[src/core/rdbl_pkg.sv]
// Constants and types for the reset delay and buck limit register bank
package rdbl_pkg;
  // Register indices; byte address is four times the index
  localparam logic [7:0] LP_IDX_RST   = 8'h99;
  localparam logic [7:0] LP_IDX_LIM_A = 8'h9a;
  localparam logic [7:0] LP_IDX_LIM_B = 8'h9b;
  localparam logic [7:0] LP_IDX_LIM_C = 8'h9c;
  localparam logic [7:0] LP_IDX_C2    = 8'h9d;
  localparam logic [7:0] LP_IDX_STAT  = 8'hf0;
  // Reset values
  localparam logic [7:0] LP_RST_RV    = 8'h00;
  localparam logic [7:0] LP_LIM_RV    = 8'h00;
  localparam logic [7:0] LP_C2_RV     = 8'h01;
  // Field positions
  localparam int LP_EVT_POS  = 6;
  localparam int LP_TMR_POS  = 0;
  localparam int LP_HI_POS   = 4;
  localparam int LP_LO_POS   = 0;
  localparam int LP_MODE_POS = 6;
  localparam int LP_PD_POS   = 5;
  localparam int LP_FB_POS   = 0;
  localparam int LP_RUN_POS  = 0;
  localparam int LP_EXP_POS  = 1;
  localparam logic [7:0] LP_C2_MASK = 8'he7;
  // Trigger codes
  localparam logic [1:0] LP_EVT_WAKE = 2'h0;
  localparam logic [1:0] LP_EVT_SYS  = 2'h1;
  localparam logic [1:0] LP_EVT_PWR  = 2'h2;
  localparam logic [1:0] LP_EVT_RSTX = 2'h3;
  // Operating mode codes
  localparam logic [1:0] LP_MODE_VREG  = 2'h0;
  localparam logic [1:0] LP_MODE_SLEEP = 2'h1;
  localparam logic [1:0] LP_MODE_SYNC  = 2'h2;
  localparam logic [1:0] LP_MODE_AUTO  = 2'h3;
  // Delay length coding
  localparam logic [5:0]  LP_LIN_MAX    = 6'h20;
  localparam logic [5:0]  LP_LONG_BASE  = 6'h1f;
  localparam int          LP_LONG_SHIFT = 5;
  localparam logic [10:0] LP_UNITS_MAX  = 11'h400;
  // Timing: one delay step is 1.024 ms
  localparam int LP_STEP_US  = 1024;
  localparam int LP_CLK_MHZ  = 20;
  localparam int LP_UNIT_CYC = LP_STEP_US * LP_CLK_MHZ;
  // Current limit coding in mA
  localparam logic [12:0] LP_HI_BASE_MA = 13'h5dc;
  localparam logic [12:0] LP_LO_BASE_MA = 13'h1f4;
  localparam logic [12:0] LP_STEP_MA    = 13'h064;

  typedef enum logic [2:0] {
    ST_IDLE  = 3'h1,
    ST_COUNT = 3'h2,
    ST_DONE  = 3'h4
  } rdbl_state_e;

  typedef struct packed {
    logic [7:0]  rst_cfg;
    logic [7:0]  lim_a;
    logic [7:0]  lim_b;
    logic [7:0]  lim_c;
    logic [7:0]  c2_cfg;
    rdbl_state_e st;
    logic [15:0] presc;
    logic [10:0] units;
    logic        ack;
    logic [7:0]  rdat;
    logic [12:0] lim_mem;
    logic [12:0] lim_io;
    logic [12:0] lim_peri;
    logic [12:0] lim_aux;
    logic [12:0] lim_c1;
    logic [12:0] lim_c2;
    logic        sleep;
    logic        sync;
    logic        auto_m;
    logic        pd;
    logic [2:0]  fb;
  } rdbl_state_s;
endpackage : rdbl_pkg

[src/core/rdbl_regs.sv]
// Reset delay timer and buck limit register bank on classic Wishbone
//
// Behaviour
// Trigger field selects delay timer start event
// Software avoids trigger 11 with pin mode
// Codes to 100000 give code times step
// Higher codes grow by 32.768 ms steps
// High bucks limit 1500 mA plus 100/code
// Memory buck limits doubled when merged
// Core and auxiliary limit 500 mA base
// Full-current mode doubles core, auxiliary limits
// Mode 00 follows voltage register sleep choice
// Modes 01/10/11 force sleep, sync, auto
// Pull-down when disabled unless bit, dual-phase
// Sense select bits form a mask
// Software never writes sense select 000
// Fields read back; reserved bits read zero
`timescale 1ns/1ns
module rdbl_regs
  import rdbl_pkg::*;
#(
  parameter int UNIT_CYCLES = LP_UNIT_CYC
) (
  input  wire logic        ref_clk_in,
  input  wire logic        rst_in,
  input  wire logic        wb_cyc_in,
  input  wire logic        wb_stb_in,
  input  wire logic        wb_we_in,
  input  wire logic [9:0]  wb_adr_in,
  input  wire logic [3:0]  wb_sel_in,
  input  wire logic [31:0] wb_dat_in,
  output logic      [31:0] wb_dat_out,
  output logic             wb_ack_out,
  input  wire logic        external_wake_event_in,
  input  wire logic        system_domain_up_in,
  input  wire logic        power_domain_up_in,
  input  wire logic        reset_state_exit_in,
  output logic             delay_done_out,
  input  wire logic        memory_merged_in,
  input  wire logic        first_core_full_in,
  input  wire logic        second_core_full_in,
  input  wire logic        auxiliary_full_in,
  output logic      [12:0] memory_buck_limit_out,
  output logic      [12:0] io_buck_limit_out,
  output logic      [12:0] peripheral_buck_limit_out,
  output logic      [12:0] auxiliary_buck_limit_out,
  output logic      [12:0] first_core_buck_limit_out,
  output logic      [12:0] second_core_buck_limit_out,
  input  wire logic        voltage_reg_sleep_in,
  input  wire logic        second_core_disabled_in,
  input  wire logic        dual_phase_in,
  output logic             second_core_sleep_out,
  output logic             second_core_sync_out,
  output logic             second_core_auto_out,
  output logic             second_core_pulldown_out,
  output logic             second_core_output_sense_out,
  output logic             core_switch_sense_out,
  output logic             peripheral_switch_sense_out
);

  localparam logic [15:0] UNIT_LAST = 16'(UNIT_CYCLES - 1);

  // Delay length code to count of 1.024 ms units
  function automatic logic [10:0] delay_units(
    input logic [5:0] code
  );
    logic [10:0] u;
    u = 11'(code);
    if (code > LP_LIN_MAX) begin
      u = 11'(code - LP_LONG_BASE) << LP_LONG_SHIFT;
    end
    return u;
  endfunction : delay_units

  // Limit code to milliamps, optionally doubled
  function automatic logic [12:0] limit_ma(
    input logic [12:0] base,
    input logic [3:0]  code,
    input logic        dbl
  );
    logic [12:0] v;
    v = base + 13'(code) * LP_STEP_MA;
    if (dbl) begin
      v = v << 1;
    end
    return v;
  endfunction : limit_ma

  rdbl_state_s q;
  rdbl_state_s next_q;

  logic [7:0] idx;
  logic       req;
  logic       wr;
  logic       trig;
  logic [1:0] evt;
  logic [5:0] tcode;
  logic [1:0] mode;
  logic [7:0] stat;
  logic [10:0] tunits;

  assign idx   = wb_adr_in[9:2];
  assign req   = wb_cyc_in && wb_stb_in;
  assign wr    = req && wb_we_in && q.ack && wb_sel_in[0];
  assign evt   = q.rst_cfg[LP_EVT_POS +: 2];
  assign tcode = q.rst_cfg[LP_TMR_POS +: 6];
  assign mode  = q.c2_cfg[LP_MODE_POS +: 2];
  assign tunits = delay_units(tcode);

  // Trigger event select
  always_comb begin
    unique case (evt)
      LP_EVT_WAKE: trig = external_wake_event_in;
      LP_EVT_SYS:  trig = system_domain_up_in;
      LP_EVT_PWR:  trig = power_domain_up_in;
      LP_EVT_RSTX: trig = reset_state_exit_in;
    endcase
  end

  // Status word
  always_comb begin
    stat = 8'h00;
    stat[LP_RUN_POS] = (q.st == ST_COUNT);
    stat[LP_EXP_POS] = (q.st == ST_DONE);
  end

  always_comb begin
    next_q = q;
    // Bus slave: answer one cycle after the request
    next_q.ack  = req && !q.ack;
    next_q.rdat = 8'h00;
    if (req && !q.ack && !wb_we_in) begin
      unique case (idx)
        LP_IDX_RST:   next_q.rdat = q.rst_cfg;
        LP_IDX_LIM_A: next_q.rdat = q.lim_a;
        LP_IDX_LIM_B: next_q.rdat = q.lim_b;
        LP_IDX_LIM_C: next_q.rdat = q.lim_c;
        LP_IDX_C2:    next_q.rdat = q.c2_cfg;
        LP_IDX_STAT:  next_q.rdat = stat;
        default:      next_q.rdat = 8'h00;
      endcase
    end
    // Writes take effect at the acknowledge edge
    if (wr) begin
      unique case (idx)
        LP_IDX_RST:   next_q.rst_cfg = wb_dat_in[7:0];
        LP_IDX_LIM_A: next_q.lim_a   = wb_dat_in[7:0];
        LP_IDX_LIM_B: next_q.lim_b   = wb_dat_in[7:0];
        LP_IDX_LIM_C: next_q.lim_c   = wb_dat_in[7:0];
        LP_IDX_C2:
          next_q.c2_cfg = wb_dat_in[7:0] & LP_C2_MASK;
        default: next_q.rst_cfg = q.rst_cfg;
      endcase
    end
    // Reset delay timer
    unique case (q.st)
      ST_IDLE, ST_DONE: begin
        next_q.presc = 16'h0000;
      end
      ST_COUNT: begin
        if (q.presc == UNIT_LAST) begin
          next_q.presc = 16'h0000;
          next_q.units = q.units - 11'h001;
          if (q.units == 11'h001) begin
            next_q.st = ST_DONE;
          end
        end else begin
          next_q.presc = q.presc + 16'h0001;
        end
      end
    endcase
    if (trig) begin
      next_q.presc = 16'h0000;
      next_q.units = tunits;
      if (tunits == 11'h000) begin
        next_q.st = ST_DONE;
      end else begin
        next_q.st = ST_COUNT;
      end
    end
    // Current limits
    next_q.lim_mem  = limit_ma(LP_HI_BASE_MA,
      q.lim_a[LP_HI_POS +: 4], memory_merged_in);
    next_q.lim_io   = limit_ma(LP_HI_BASE_MA,
      q.lim_a[LP_LO_POS +: 4], 1'b0);
    next_q.lim_peri = limit_ma(LP_HI_BASE_MA,
      q.lim_b[LP_HI_POS +: 4], 1'b0);
    next_q.lim_aux  = limit_ma(LP_LO_BASE_MA,
      q.lim_b[LP_LO_POS +: 4], auxiliary_full_in);
    next_q.lim_c2   = limit_ma(LP_LO_BASE_MA,
      q.lim_c[LP_HI_POS +: 4], second_core_full_in);
    next_q.lim_c1   = limit_ma(LP_LO_BASE_MA,
      q.lim_c[LP_LO_POS +: 4], first_core_full_in);
    // Second core buck operating mode
    unique case (mode)
      LP_MODE_VREG: begin
        next_q.sleep  = voltage_reg_sleep_in;
        next_q.sync   = !voltage_reg_sleep_in;
        next_q.auto_m = 1'b0;
      end
      LP_MODE_SLEEP: begin
        next_q.sleep  = 1'b1;
        next_q.sync   = 1'b0;
        next_q.auto_m = 1'b0;
      end
      LP_MODE_SYNC: begin
        next_q.sleep  = 1'b0;
        next_q.sync   = 1'b1;
        next_q.auto_m = 1'b0;
      end
      LP_MODE_AUTO: begin
        next_q.sleep  = 1'b0;
        next_q.sync   = 1'b0;
        next_q.auto_m = 1'b1;
      end
    endcase
    next_q.pd = second_core_disabled_in
      && !q.c2_cfg[LP_PD_POS] && !dual_phase_in;
    next_q.fb = q.c2_cfg[LP_FB_POS +: 3];
  end

  always_ff @(posedge ref_clk_in) begin
    if (rst_in) begin
      q         <= '0;
      q.rst_cfg <= LP_RST_RV;
      q.lim_a   <= LP_LIM_RV;
      q.lim_b   <= LP_LIM_RV;
      q.lim_c   <= LP_LIM_RV;
      q.c2_cfg  <= LP_C2_RV;
      q.st      <= ST_IDLE;
    end else begin
      q <= next_q;
    end
  end

  assign wb_ack_out = q.ack;
  assign wb_dat_out = {24'h000000, q.rdat};
  assign delay_done_out = (q.st == ST_DONE);
  assign memory_buck_limit_out      = q.lim_mem;
  assign io_buck_limit_out          = q.lim_io;
  assign peripheral_buck_limit_out  = q.lim_peri;
  assign auxiliary_buck_limit_out   = q.lim_aux;
  assign first_core_buck_limit_out  = q.lim_c1;
  assign second_core_buck_limit_out = q.lim_c2;
  assign second_core_sleep_out    = q.sleep;
  assign second_core_sync_out     = q.sync;
  assign second_core_auto_out     = q.auto_m;
  assign second_core_pulldown_out = q.pd;
  assign second_core_output_sense_out = q.fb[0];
  assign core_switch_sense_out        = q.fb[1];
  assign peripheral_switch_sense_out  = q.fb[2];
endmodule : rdbl_regs

[config.mk]
export PLATFORM = sky130hd
export DESIGN_NAME = rdbl_regs
export DESIGN_NICKNAME = d
export VERILOG_FILES = /design/src/core/rdbl_pkg.sv /design/src/core/rdbl_regs.sv
export SDC_FILE = /design/constraint.sdc
export NUM_CORES = 1
export LEC_CHECK = 0
export BUFFER_PORTS_ARGS = -buffer_cell sky130_fd_sc_hd__buf_2
export CAP_MARGIN = 20
export CORE_ASPECT_RATIO = 0.5
export CORE_MARGIN = 1
export CORE_UTILIZATION = 55
export CTS_CLUSTER_DIAMETER = 80
export DETAILED_ROUTE_END_ITERATION = 6
export GPL_TIMING_DRIVEN = 0
export HOLD_SLACK_MARGIN = 0.1
export PLACE_DENSITY = 0.8
export SLEW_MARGIN = 30
export SYNTH_ARGS = -nofsm -noshare
export SYNTH_HDL_FRONTEND = slang
export SYNTH_SLANG_ARGS = --single-unit
[constraint.sdc]
create_clock -name ref_clk_in -period 3.5 [get_ports ref_clk_in]
set_input_delay 0.7 -clock ref_clk_in [delete_from_list [all_inputs] [get_ports ref_clk_in]]
set_output_delay 0.7 -clock ref_clk_in [all_outputs]
set_load 0.05 [all_outputs]
# ---- Word level (Yosys, flattened, before mapping)
# Cells that the tools add are included.
# Widths: inputs -> output; s select.
dict set report totals {
  register_bits 162
  latchBits 0
  ram_bits 0
  rom_bits 0
  input_bits 62
  wordCells 109
  mem_count 0
}
dict set report op_classes {
  addsub 9
  n_mul 6
  div 0
  n_lt_le_gt_ge 1
  n_eq_ne 17
  shift 0
  mux 17
  bitwise 1
  reduce_logical 33
}
# op n
set ops {}
lappend ops {{$mul 4x5->9 const B} 6}
lappend ops {{$mux 13} 4}
lappend ops {{$eq 8x8->1 const B} 6}
lappend ops {{$pmux 8 s6} 1}
lappend ops {{$add 11x11->12 const A} 3}
lappend ops {{$add 9x11->12 const A} 3}
lappend ops {{$mux 11} 3}
lappend ops {{$pmux 16 s2} 1}
lappend ops {{$mux 30} 1}
lappend ops {{$add 16x1->16 const B} 1}
lappend ops {{$eq 16x15->1 const B} 1}
lappend ops {{$mux 16} 1}
lappend ops {{$reduce_or 2->1} 7}
lappend ops {{$mux 3} 4}
lappend ops {{$pmux 3 s4} 1}
lappend ops {{$reduce_and 2->1} 6}
lappend ops {{$eq 11x1->1 const B} 1}
lappend ops {{$logic_not 11->1} 1}
lappend ops {{$sub 11x1->11 const B} 1}
lappend ops {{$eq 2x2->1 const B} 4}
lappend ops {{$logic_and 1x1->1} 8}
lappend ops {{$gt 6x6->1 const B} 1}
lappend ops {{$reduce_bool 2->1} 3}
lappend ops {{$sub 6x5->6 const B} 1}
lappend ops {{9 further kinds} 15}

# ---- Longest topological paths before layout
# Gate-level depths: netlist (run 1).
dict set report logic_depth {
  ltp_word 5
  ltp_mapped 11
  depth_no_buf 10
}

# ---- Least setup slack after synthesis (run 1)
# No wires, ideal clock.
dict set report synth_timing {
  path_kind {register to register}
  from {register q[138] (netlist bit)}
  to {register q (netlist bit second_core_buck_limit_out[11])}
  setup_time_ns 0.079
  arrival_ns 2.621
  setup_slack_ns 0.800
  path_stages_with_launch 11
  path_buffers 1
  cell_sequence {dfxtp_1 > buf_2 > inv_1 > ha_1 > inv_1 > fa_1 > or4_4 > nor3_1 > a21oi_1 > or3b_1 > o211ai_1}
}
dict set report synth_via {
  elab_chain_cells 3
}
# item line_no
set synth_rtl {}
lappend synth_rtl {{from (decl)} rdbl_regs.sv:89} ;# rdbl_state_s q;
lappend synth_rtl {{from (signal assigned)} rdbl_regs.sv:232} ;# q <= next_q;
lappend synth_rtl {{$mul 4x5->9} rdbl_regs.sv:82} ;# v = base + 13'(code) * LP_STEP_MA;
lappend synth_rtl {{$add 9x11->12} rdbl_regs.sv:82}
lappend synth_rtl {{$mux 13} rdbl_regs.sv:83} ;# if (dbl) begin
# Every way passes these cells.
# A chain may end at the register's enable or synchronous reset.

# ---- Worst setup path after layout (run 1)
dict set report layout_timing {
  from {register q[152] (netlist bit)}
  to {register q (netlist bit memory_buck_limit_out[11])}
}
dict set report layout_via {
  elab_chain_cells 3
}
# item line_no
set layout_rtl {}
lappend layout_rtl {{$mul 4x5->9} rdbl_regs.sv:82}
lappend layout_rtl {{$add 11x11->12} rdbl_regs.sv:82}
lappend layout_rtl {{$mux 13} rdbl_regs.sv:83}
# Every way passes these cells.

==> summary.txt, run 1 <==
Cells and area
  • Commonest cells after routing, fill and taps aside: dfxtp_1, buf_2, nor2_1
  • Commonest non-fill, non-tap cell in the layout: dfxtp_1
  • Antenna diodes: 0
  • Share of cells above drive strength 1: 23.9%
  • Syn-to-layout area delta: 17.2%
  • Fill cells: 1228
  • Layout Nets: 1300
  • Final core occ: 66.8%

Yosys
  • Mean Syn Cell Area: 8.95 um2
  • Netlist Area Pre-Place: 8880 um2
  • Yosys warning count: 0
  • Post-synth EDFFs: 0
  • Post-synthesis cell type count: 72
  • Mapped Cells: 992
  • Synth Register Bits: 148
  • Predominant post-synthesis flop cell: dfxtp_1
  • Asr flop ratio synth: 0%
  • Sequential share of the synthesized area: 33.4%

Power and ir drop
  • Sw power: 1120 uW
  • Clk network pwr share: 44.8%
  • Part of the power in registers: 43.0%
  • Sw frac: 27.7%
  • Static Leak: 0.00507 uW
  • Worst VDD drop: 311 uV
  • Power Density: 388 nW/um2
  • Internal power: 2920 uW
  • Total power: 4040 uW
  • Combinational Power Share: 12.2%

Drt
  • Pre-antenna DRT Iters: 5
  • Residual DRC: 0
  • Vias: 7320
  • Routed Antenna Nets: 0
  • Initial DRC Count: 489
  • Post-DR vias/cell: 5.32
  • Routed wire per std cell: 14.7 um
  • Final WL: 20.2 mm

Hold path
  • Hold Path Class: in -> reg
  • Hold path cells: 2
  • Hold Path End: second_core_pulldown_out$_SDFF_PP0_
  • Worst Hold Launch: dual_phase_in

Clock tree
  • Hold-fix buffers, CTS: 0
  • CTS sink count: 148
  • Clock buffer depth: 2
  • Root Buffer: clkbuf_16
  • Number of buffers created by CTS: 17
  • Post-cts sizing count: 0
  • CTS clk-pin slew, worst paths: 0.06 ns
  • H-tree Lvls: 4
  • CTS tree: yes
  • Clock Latency Late Sink: 0.43 ns
  • Setup Fix Bufs, Post-CTS: 0

Floorplanning
  • Die Area: 16700 um2
  • Die width: 182 um
  • Total core area: 15600 um2
  • Initial Util: 57.0%
  • Die Y: 91.8 um
  • FP Rows: 32
  • IO Pins: 181

Placement
  • Gpl congestion: 0.927
  • I/O Buffers: 112
  • DP HPWL: 15.0 mm
  • Setup WS pre-CTS: 0.561 ns

Timing
  • Final worst slack: 0.532 ns
  • Setup Viol. Count Final: 0
  • Top achievable clock speed: 337 MHz
  • Rel. slew slack: 44.0%
  • Period minus WS final: 2.97 ns
  • Setup Skew: 0.00925 ns
  • Setup TNS Final: 0 ns
  • Slew Limit Fails: 0
  • Final Cycle Share: 84.8%
  • Endpoints failing hold: 0
  • RSZ-0062 raised after global routing: no
  • Worst slew pin tran: 0.839 ns

Setup path
  • Launching element type of the critical path: flop
  • FF-to-FF End: memory_buck_limit_out[11]$_SDFF_PP0_
  • Reg2Reg Setup Slack: 0.53 ns
  • CP required: 3.78 ns
  • CP max FO: 8
  • Crit. End Element: flop
  • Worst r2r src: q[152]$_SDFFE_PP0P_
  • Setup CP Type: reg -> reg
  • Crit path DAT: 3.25 ns
  • Reg2Reg Depth: 9

GRT
  • Largest net degree at the start of global routing: 17
  • Global-route wire length before repair: 33.1 mm
  • Number of global-route vias before repair: 6920
  • GRT Residual Overflow: 0
  • Initial antenna violation count: 0
  • Gr usage total: 24.9%

Flow run
  • Max-cap viol count: 0

Status
  • Outcome: completed
[kinds of logic after synthesis]
logic type / Yosys count / share of synthesized area, %
simple gates: 301 / 17.4
buf+inv: 187 / 12.8
compound gates: 152 / 11.7
flops: 148 / 33.4
fa+ha+maj: 78 / 11.5
xor+xnor: 73 / 7.37
mux: 52 / 5.88
other cells: 1 / 0.0422
[how the worst max path moves through the flow]
stage	startpoint	endpoint	depth (start not counted)
floorplan	q[138]$_SDFFE_PP0P_	second_core_buck_limit_out[11]$_SDFF_PP0_	10
finish	q[152]$_SDFFE_PP0P_	memory_buck_limit_out[11]$_SDFF_PP0_	9
global placement	q[152]$_SDFFE_PP0P_	memory_buck_limit_out[11]$_SDFF_PP0_	9
detailed placement	q[152]$_SDFFE_PP0P_	memory_buck_limit_out[11]$_SDFF_PP0_	9
CTS	q[152]$_SDFFE_PP0P_	memory_buck_limit_out[11]$_SDFF_PP0_	9
global route	q[142]$_SDFFE_PP0P_	auxiliary_buck_limit_out[10]$_SDFF_PP0_	10
[through the flow]
| stage | hold WS (ns) | cells | instance area (um2) |
|---|---|---|---|
| 2_1_floorplan | 0.418 | 1029 | 9020 |
| 3_3_place_gp | 0.440 | 1345 | 9830 |
| 3_5_place_dp | 0.454 | 1345 | 9830 |
| 4_1_cts | 0.465 | 1375 | 10400 |
| 5_1_grt | 0.477 | 1375 | 10400 |
| 6_report | 0.457 | 1375 | 10400 |
[power groups by stage]
stage,Clock [uW],Sequential [uW],Combinational (uW)
after floorplan,0,1780,382
after global placement,0,1780,485
after detailed placement,0,1780,490
after CTS,1820,1740,491
after global routing,1900,1740,521
final,1810,1740,495
[flip-flops by register name (all words and copies together), names as in the netlist, 3 cells and up]
name and count:
next_q 3, io_buck_limit_out 10, peripheral_buck_limit_out 10, second_core_buck_limit_out 11, wb_dat_out 8, q 61, memory_buck_limit_out 11, auxiliary_buck_limit_out 11
first_core_buck_limit_out 11
[final cells by class]
cell class              count  area, um2  area share [%]
multi-input cells         694       4920            47.3
flip-flops and latches    148       2960            28.5
plain buffers             150        997            9.58
repair buffers            112        561            5.38
clock buffers              17        425            4.09
well taps                 204        255            2.45
clock inverters            13        150            1.44
inverters                  37        139            1.33
[metal layers]
layer | track usage [%] | vias up | routed length (um)
li1 | - | 3620 | -
met1 | 31.5 | 3431 | 9100
met4 | 8.90 | 0 | 352
met3 | 4.88 | 42 | 1220
met5 | 0 | - | 0
met2 | 42.3 | 227 | 9570
[Yosys cell counts (3+ instances only)]
cell type  instances  area share (%)
a2111oi_0          5            0.49
a211oi_1          24             2.0
a21boi_0           4            0.34
a21o_1             3            0.25
a21oi_1           51             2.9
a221o_1            4            0.45
a221oi_1           3            0.30
a22o_1             4            0.39
a22oi_1            4            0.34
a31oi_1            9            0.63
a32oi_1            3            0.30
and2_1            10            0.70
and3_1            13            0.92
and4_1             3            0.30
buf_1              7            0.30
buf_2              5            0.28
buf_4            110             9.3
clkbuf_1          26             1.1
dfxtp_1          148              33
fa_1               6             1.4
ha_1              72              10
inv_1             36             1.5
mux2i_1           51             5.7
nand2_1           49             2.1
nand2b_1          10            0.70
nand3_1           19             1.1
nand4_1            8            0.56
nor2_1           113             4.8
nor2b_1            8            0.56
nor3_1            22             1.2
nor3b_1            6            0.51
nor4_1             6            0.42
o211ai_1           7            0.59
o21a_1             3            0.25
o21ai_0           15            0.85
or2_2              4            0.28
or3_1              8            0.56
xnor2_1           43             4.2
xor2_1            29             2.9
[worst max-delay path: stages, from the launching register on]
cell and delay (ns):
dfxtp_1 0.52, inv_1 0.08, ha_1 0.34, ha_1 0.24, fa_1 0.40, xor2_1 0.20
a2111oi_0 0.65, a21oi_1 0.13, nor3_1 0.18, a211oi_1 0.07
(Power assumes the default switching activity.)
==> run 2: changes to the inputs <==
ABC_AREA = 1   (was unset)
clock period = 2.94 ns   (was 3.5 ns; I/O delays follow)
==> run 2 against run 1 <==
Via count up 6.1%. Sequential cell count unchanged. Register-to-register slack lost 0.05 ns. Combinational power increased by 32%. First-iteration DRC count grew 1.0%. Core utilization down 0.29 points. Clock-buffer cell count is 2 higher. Global-route usage down 0.53 points. Largest cell class unchanged. Highest routed layer unchanged.
==> summary.txt, run 2 <==
Placement
  • Placed cell area: 9760 um2 (was 9830 um2)
  • DP HPWL: 15.2 mm (was 15.0 mm)
  • Placed insts: 1500 (was 1345)
  • I/O Buffers: 112 (unchanged)
  • Gpl congestion: 0.940 (was 0.927)

Cells and area
  • Max reg flops: 61 (unchanged)
  • Post-Layout Inst Area: 10300 um2 (was 10400 um2)
  • Share of cells above drive strength 1: 23.6% (was 23.9%)
  • Syn-to-layout area delta: 17.4% (was 17.2%)
  • Layout Nets: 1455 (was 1300)
  • Antenna diodes: 0 (unchanged)
  • Commonest cells after routing, fill and taps aside: nand2_1, dfxtp_1, inv_1 (was dfxtp_1, buf_2, nor2_1)
  • Largest Register: q (unchanged)
  • Layout Cells excl Fill: 1532 (was 1375)
  • Commonest non-fill, non-tap cell in the layout: nand2_1 (was dfxtp_1)

Setup path
  • Crit. End Element: flop (unchanged)
  • CP max FO: 6 (was 8)
  • Crit-path max cell delay: 0.44 ns (was 0.65 ns)
  • Crit path top cell by count: nor2_1 (was ha_1)
  • Crit path DAT: 2.76 ns (was 3.25 ns)
  • CP max stage cell: dfxtp_1 (was a2111oi_0)
  • Setup CP Type: reg -> reg (unchanged)
  • Launching element type of the critical path: flop (unchanged)
  • Cells along the critical path: inv_1 -> ha_1 -> ha_1 -> fa_1 -> xnor2_1 -> nand2_1 -> nor2_1 -> nor2_1 -> nor2_1 -> o21ai_0 (was inv_1 -> ha_1 -> ha_1 -> fa_1 -> xor2_1 -> a2111oi_0 -> a21oi_1 -> nor3_1 -> a211oi_1)
  • CP required: 3.24 ns (was 3.78 ns)

Timing
  • Worst slew pin tran: 0.698 ns (was 0.839 ns)
  • Top achievable clock speed: 406 MHz (was 337 MHz)
  • RSZ-0062 raised after global routing: no (unchanged)
  • Slew Limit Fails: 0 (unchanged)
  • Setup Viol. Count Final: 0 (unchanged)
  • Endpoints failing hold: 0 (unchanged)
  • Setup TNS Final: 0 ns (unchanged)
  • Rel. slew slack: 53.5% (was 44.0%)
  • Setup Skew: 0.00738 ns (was 0.00925 ns)
  • Final Cycle Share: 83.7% (was 84.8%)
  • Period minus WS final: 2.46 ns (was 2.97 ns)

Drt
  • Routed Antenna Nets: 0 (unchanged)
  • Post-DR vias/cell: 5.07 (was 5.32)
  • Vias: 7766 (was 7320)
  • Final WL: 20.0 mm (was 20.2 mm)
  • Pre-antenna DRT Iters: 5 (unchanged)
  • Initial DRC Count: 494 (was 489)
  • Residual DRC: 0 (unchanged)
  • Routed wire per std cell: 13.1 um (was 14.7 um)

Clock tree
  • Clock Latency Late Sink: 0.42 ns (was 0.43 ns)
  • CTS clk-pin slew, worst paths: 0.06 ns (about the same)
  • Post-cts sizing count: 0 (unchanged)
  • Hold-fix buffers, CTS: 0 (unchanged)
  • CTS tree: yes (unchanged)
  • Clock buffer depth: 2 (unchanged)
  • Number of buffers created by CTS: 17 (unchanged)
  • CTS sink count: 148 (unchanged)
  • Setup Fix Bufs, Post-CTS: 0 (unchanged)
  • H-tree Lvls: 4 (unchanged)
  • Root Buffer: clkbuf_16 (unchanged)

Yosys
  • Synth Register Bits: 148 (unchanged)
  • Simple-gate share of the synthesized area: 21.9% (was 17.4%)
  • Mean Syn Cell Area: 7.68 um2 (was 8.95 um2)
  • Synth Area in Adders: 11.6% (was 11.5%)
  • Asr flop ratio synth: 0% (unchanged)
  • Biggest area consumer among synthesized cells: dfxtp_1 (unchanged)
  • Synth top area cells: dfxtp_1, ha_1, buf_4 (unchanged)
  • Mapped Cells: 1147 (was 992)
  • Main combinational cell family by area after synthesis: simple AND/OR/NAND/NOR gates (unchanged)
  • Synth cell count leaders: nand2_1, dfxtp_1, inv_1, nor2_1, buf_4 (was dfxtp_1, nor2_1, buf_4, ha_1)
  • Multiplexer share of the synthesized area: 0% (was 5.88%)
  • Post-synthesis compound-gate area fraction: 11.4% (was 11.7%)
  • Netlist Area Pre-Place: 8810 um2 (was 8880 um2)
  • Post-synth top area share: 33.6% (was 33.4%)
  • Sequential share of the synthesized area: 33.6% (was 33.4%)
  • Yosys warning count: 0 (unchanged)
  • Post-synth EDFFs: 0 (unchanged)
  • Post-synthesis cell type count: 45 (was 72)
  • Top-count cell post-synth: nand2_1 (was dfxtp_1)
  • Predominant post-synthesis flop cell: dfxtp_1 (unchanged)
  • Xor and xnor area share after synthesis: 5.27% (was 7.37%)

Power and ir drop
  • Part of the power in registers: 43.0% (about the same)
  • Worst VDD drop: 393 uV (was 311 uV)
  • Sw power: 1370 uW (was 1120 uW)
  • Internal power: 3470 uW (was 2920 uW)
  • Clk network pwr share: 43.6% (was 44.8%)
  • Total power: 4850 uW (was 4040 uW)
  • Static Leak: 0.00544 uW (was 0.00507 uW)
  • Sw frac: 28.3% (was 27.7%)
  • Combinational Power Share: 13.5% (was 12.2%)
  • Power Density: 469 nW/um2 (was 388 nW/um2)

Floorplanning
  • Initial Util: 56.7% (was 57.0%)
  • IO Pins: 181 (unchanged)
  • FP Rows: 32 (unchanged)
  • Die Area: 16600 um2 (was 16700 um2)
  • Total core area: 15500 um2 (was 15600 um2)
  • Die Y: 91.5 um (was 91.8 um)
  • Die width: 181 um (was 182 um)

Flow run
  • Max-cap viol count: 0 (unchanged)

Status
  • Outcome: completed (unchanged)

GRT
  • Largest net degree at the start of global routing: 17 (unchanged)
  • GRT Residual Overflow: 0 (unchanged)
  • Number of global-route vias before repair: 7217 (was 6920)
  • Gr usage total: 24.4% (was 24.9%)
  • Initial antenna violation count: 0 (unchanged)
  • Global-route wire length before repair: 32.6 mm (was 33.1 mm)

Hold path
  • Hold Path Class: in -> reg (unchanged)
-- run 2: area by class of cell --
type,instances,area [um2]
well taps,204,255
flip-flops and latches,148,2960
fillers,1292,5200
inverters,127,478
clock inverters,13,125
clock buffers,19,453
repair buffers,112,561
multi-input cells,778,4560
plain buffers,131,943
-- run 2: stage by stage --
| stage | hold slack, ns | setup WS, ns | util (%) |
|---|---|---|---|
| 2_1_floorplan | 0.418 | 0.768 | - |
| 3_3_place_gp | 0.435 | 0.550 | 62.8 |
| 3_5_place_dp | 0.443 | 0.507 | 62.8 |
| 4_1_cts | 0.317 | 0.491 | 66.6 |
| 5_1_grt | 0.320 | 0.359 | 66.6 |
| 6_report | 0.323 | 0.479 | 66.6 |
-- run 2: final timing paths --
check                                    startpoint                                   end  slack (ns)  depth (start not counted)
worst max-delay path            q[152]$_SDFFE_PP0P_  memory_buck_limit_out[11]$_SDFF_PP0_        0.48                         10
worst min-delay path                  dual_phase_in   second_core_pulldown_out$_SDFF_PP0_        0.32                          2
worst max register to register  q[152]$_SDFFE_PP0P_  memory_buck_limit_out[11]$_SDFF_PP0_        0.48                         10
worst min register to register    q[105]$_SDFF_PP0_                     q[105]$_SDFF_PP0_        0.46                          1
-- run 2: kinds of logic after synthesis --
group,Yosys count
xor+xnor,53
other cells,1
fa+ha+maj,78
buf+inv,258
compound gates,183
flops,148
simple gates,426
-- run 2: worst max-delay path, delay by kind of cell (launching register included) --
family / cells / cell delay (ns)
xor gates and xnor gates: 1 / 0.25
and+or+nand+nor: 4 / 0.44
buffers and inverters: 1 / 0.12
adders and majority gates: 3 / 1.01
AOI/OAI and AO/OA: 1 / 0.09
DFF: 1 / 0.44
-- run 2: layer usage --
metal	track usage, %	vias up	routed length, um
met1	29.8	3510	8700
met4	9.82	0	462
li1	-	3910	-
met3	4.53	56	1290
met2	42.3	290	9550
met5	0	-	0
-- run 2: power by group through the flow --
stage	Combinational [uW]	Sequential [uW]	Clock, uW
after detailed placement	645	2130	0
after global routing	694	2090	2230
after floorplan	516	2130	0
after global placement	639	2130	0
final	652	2080	2110
after CTS	647	2080	2120
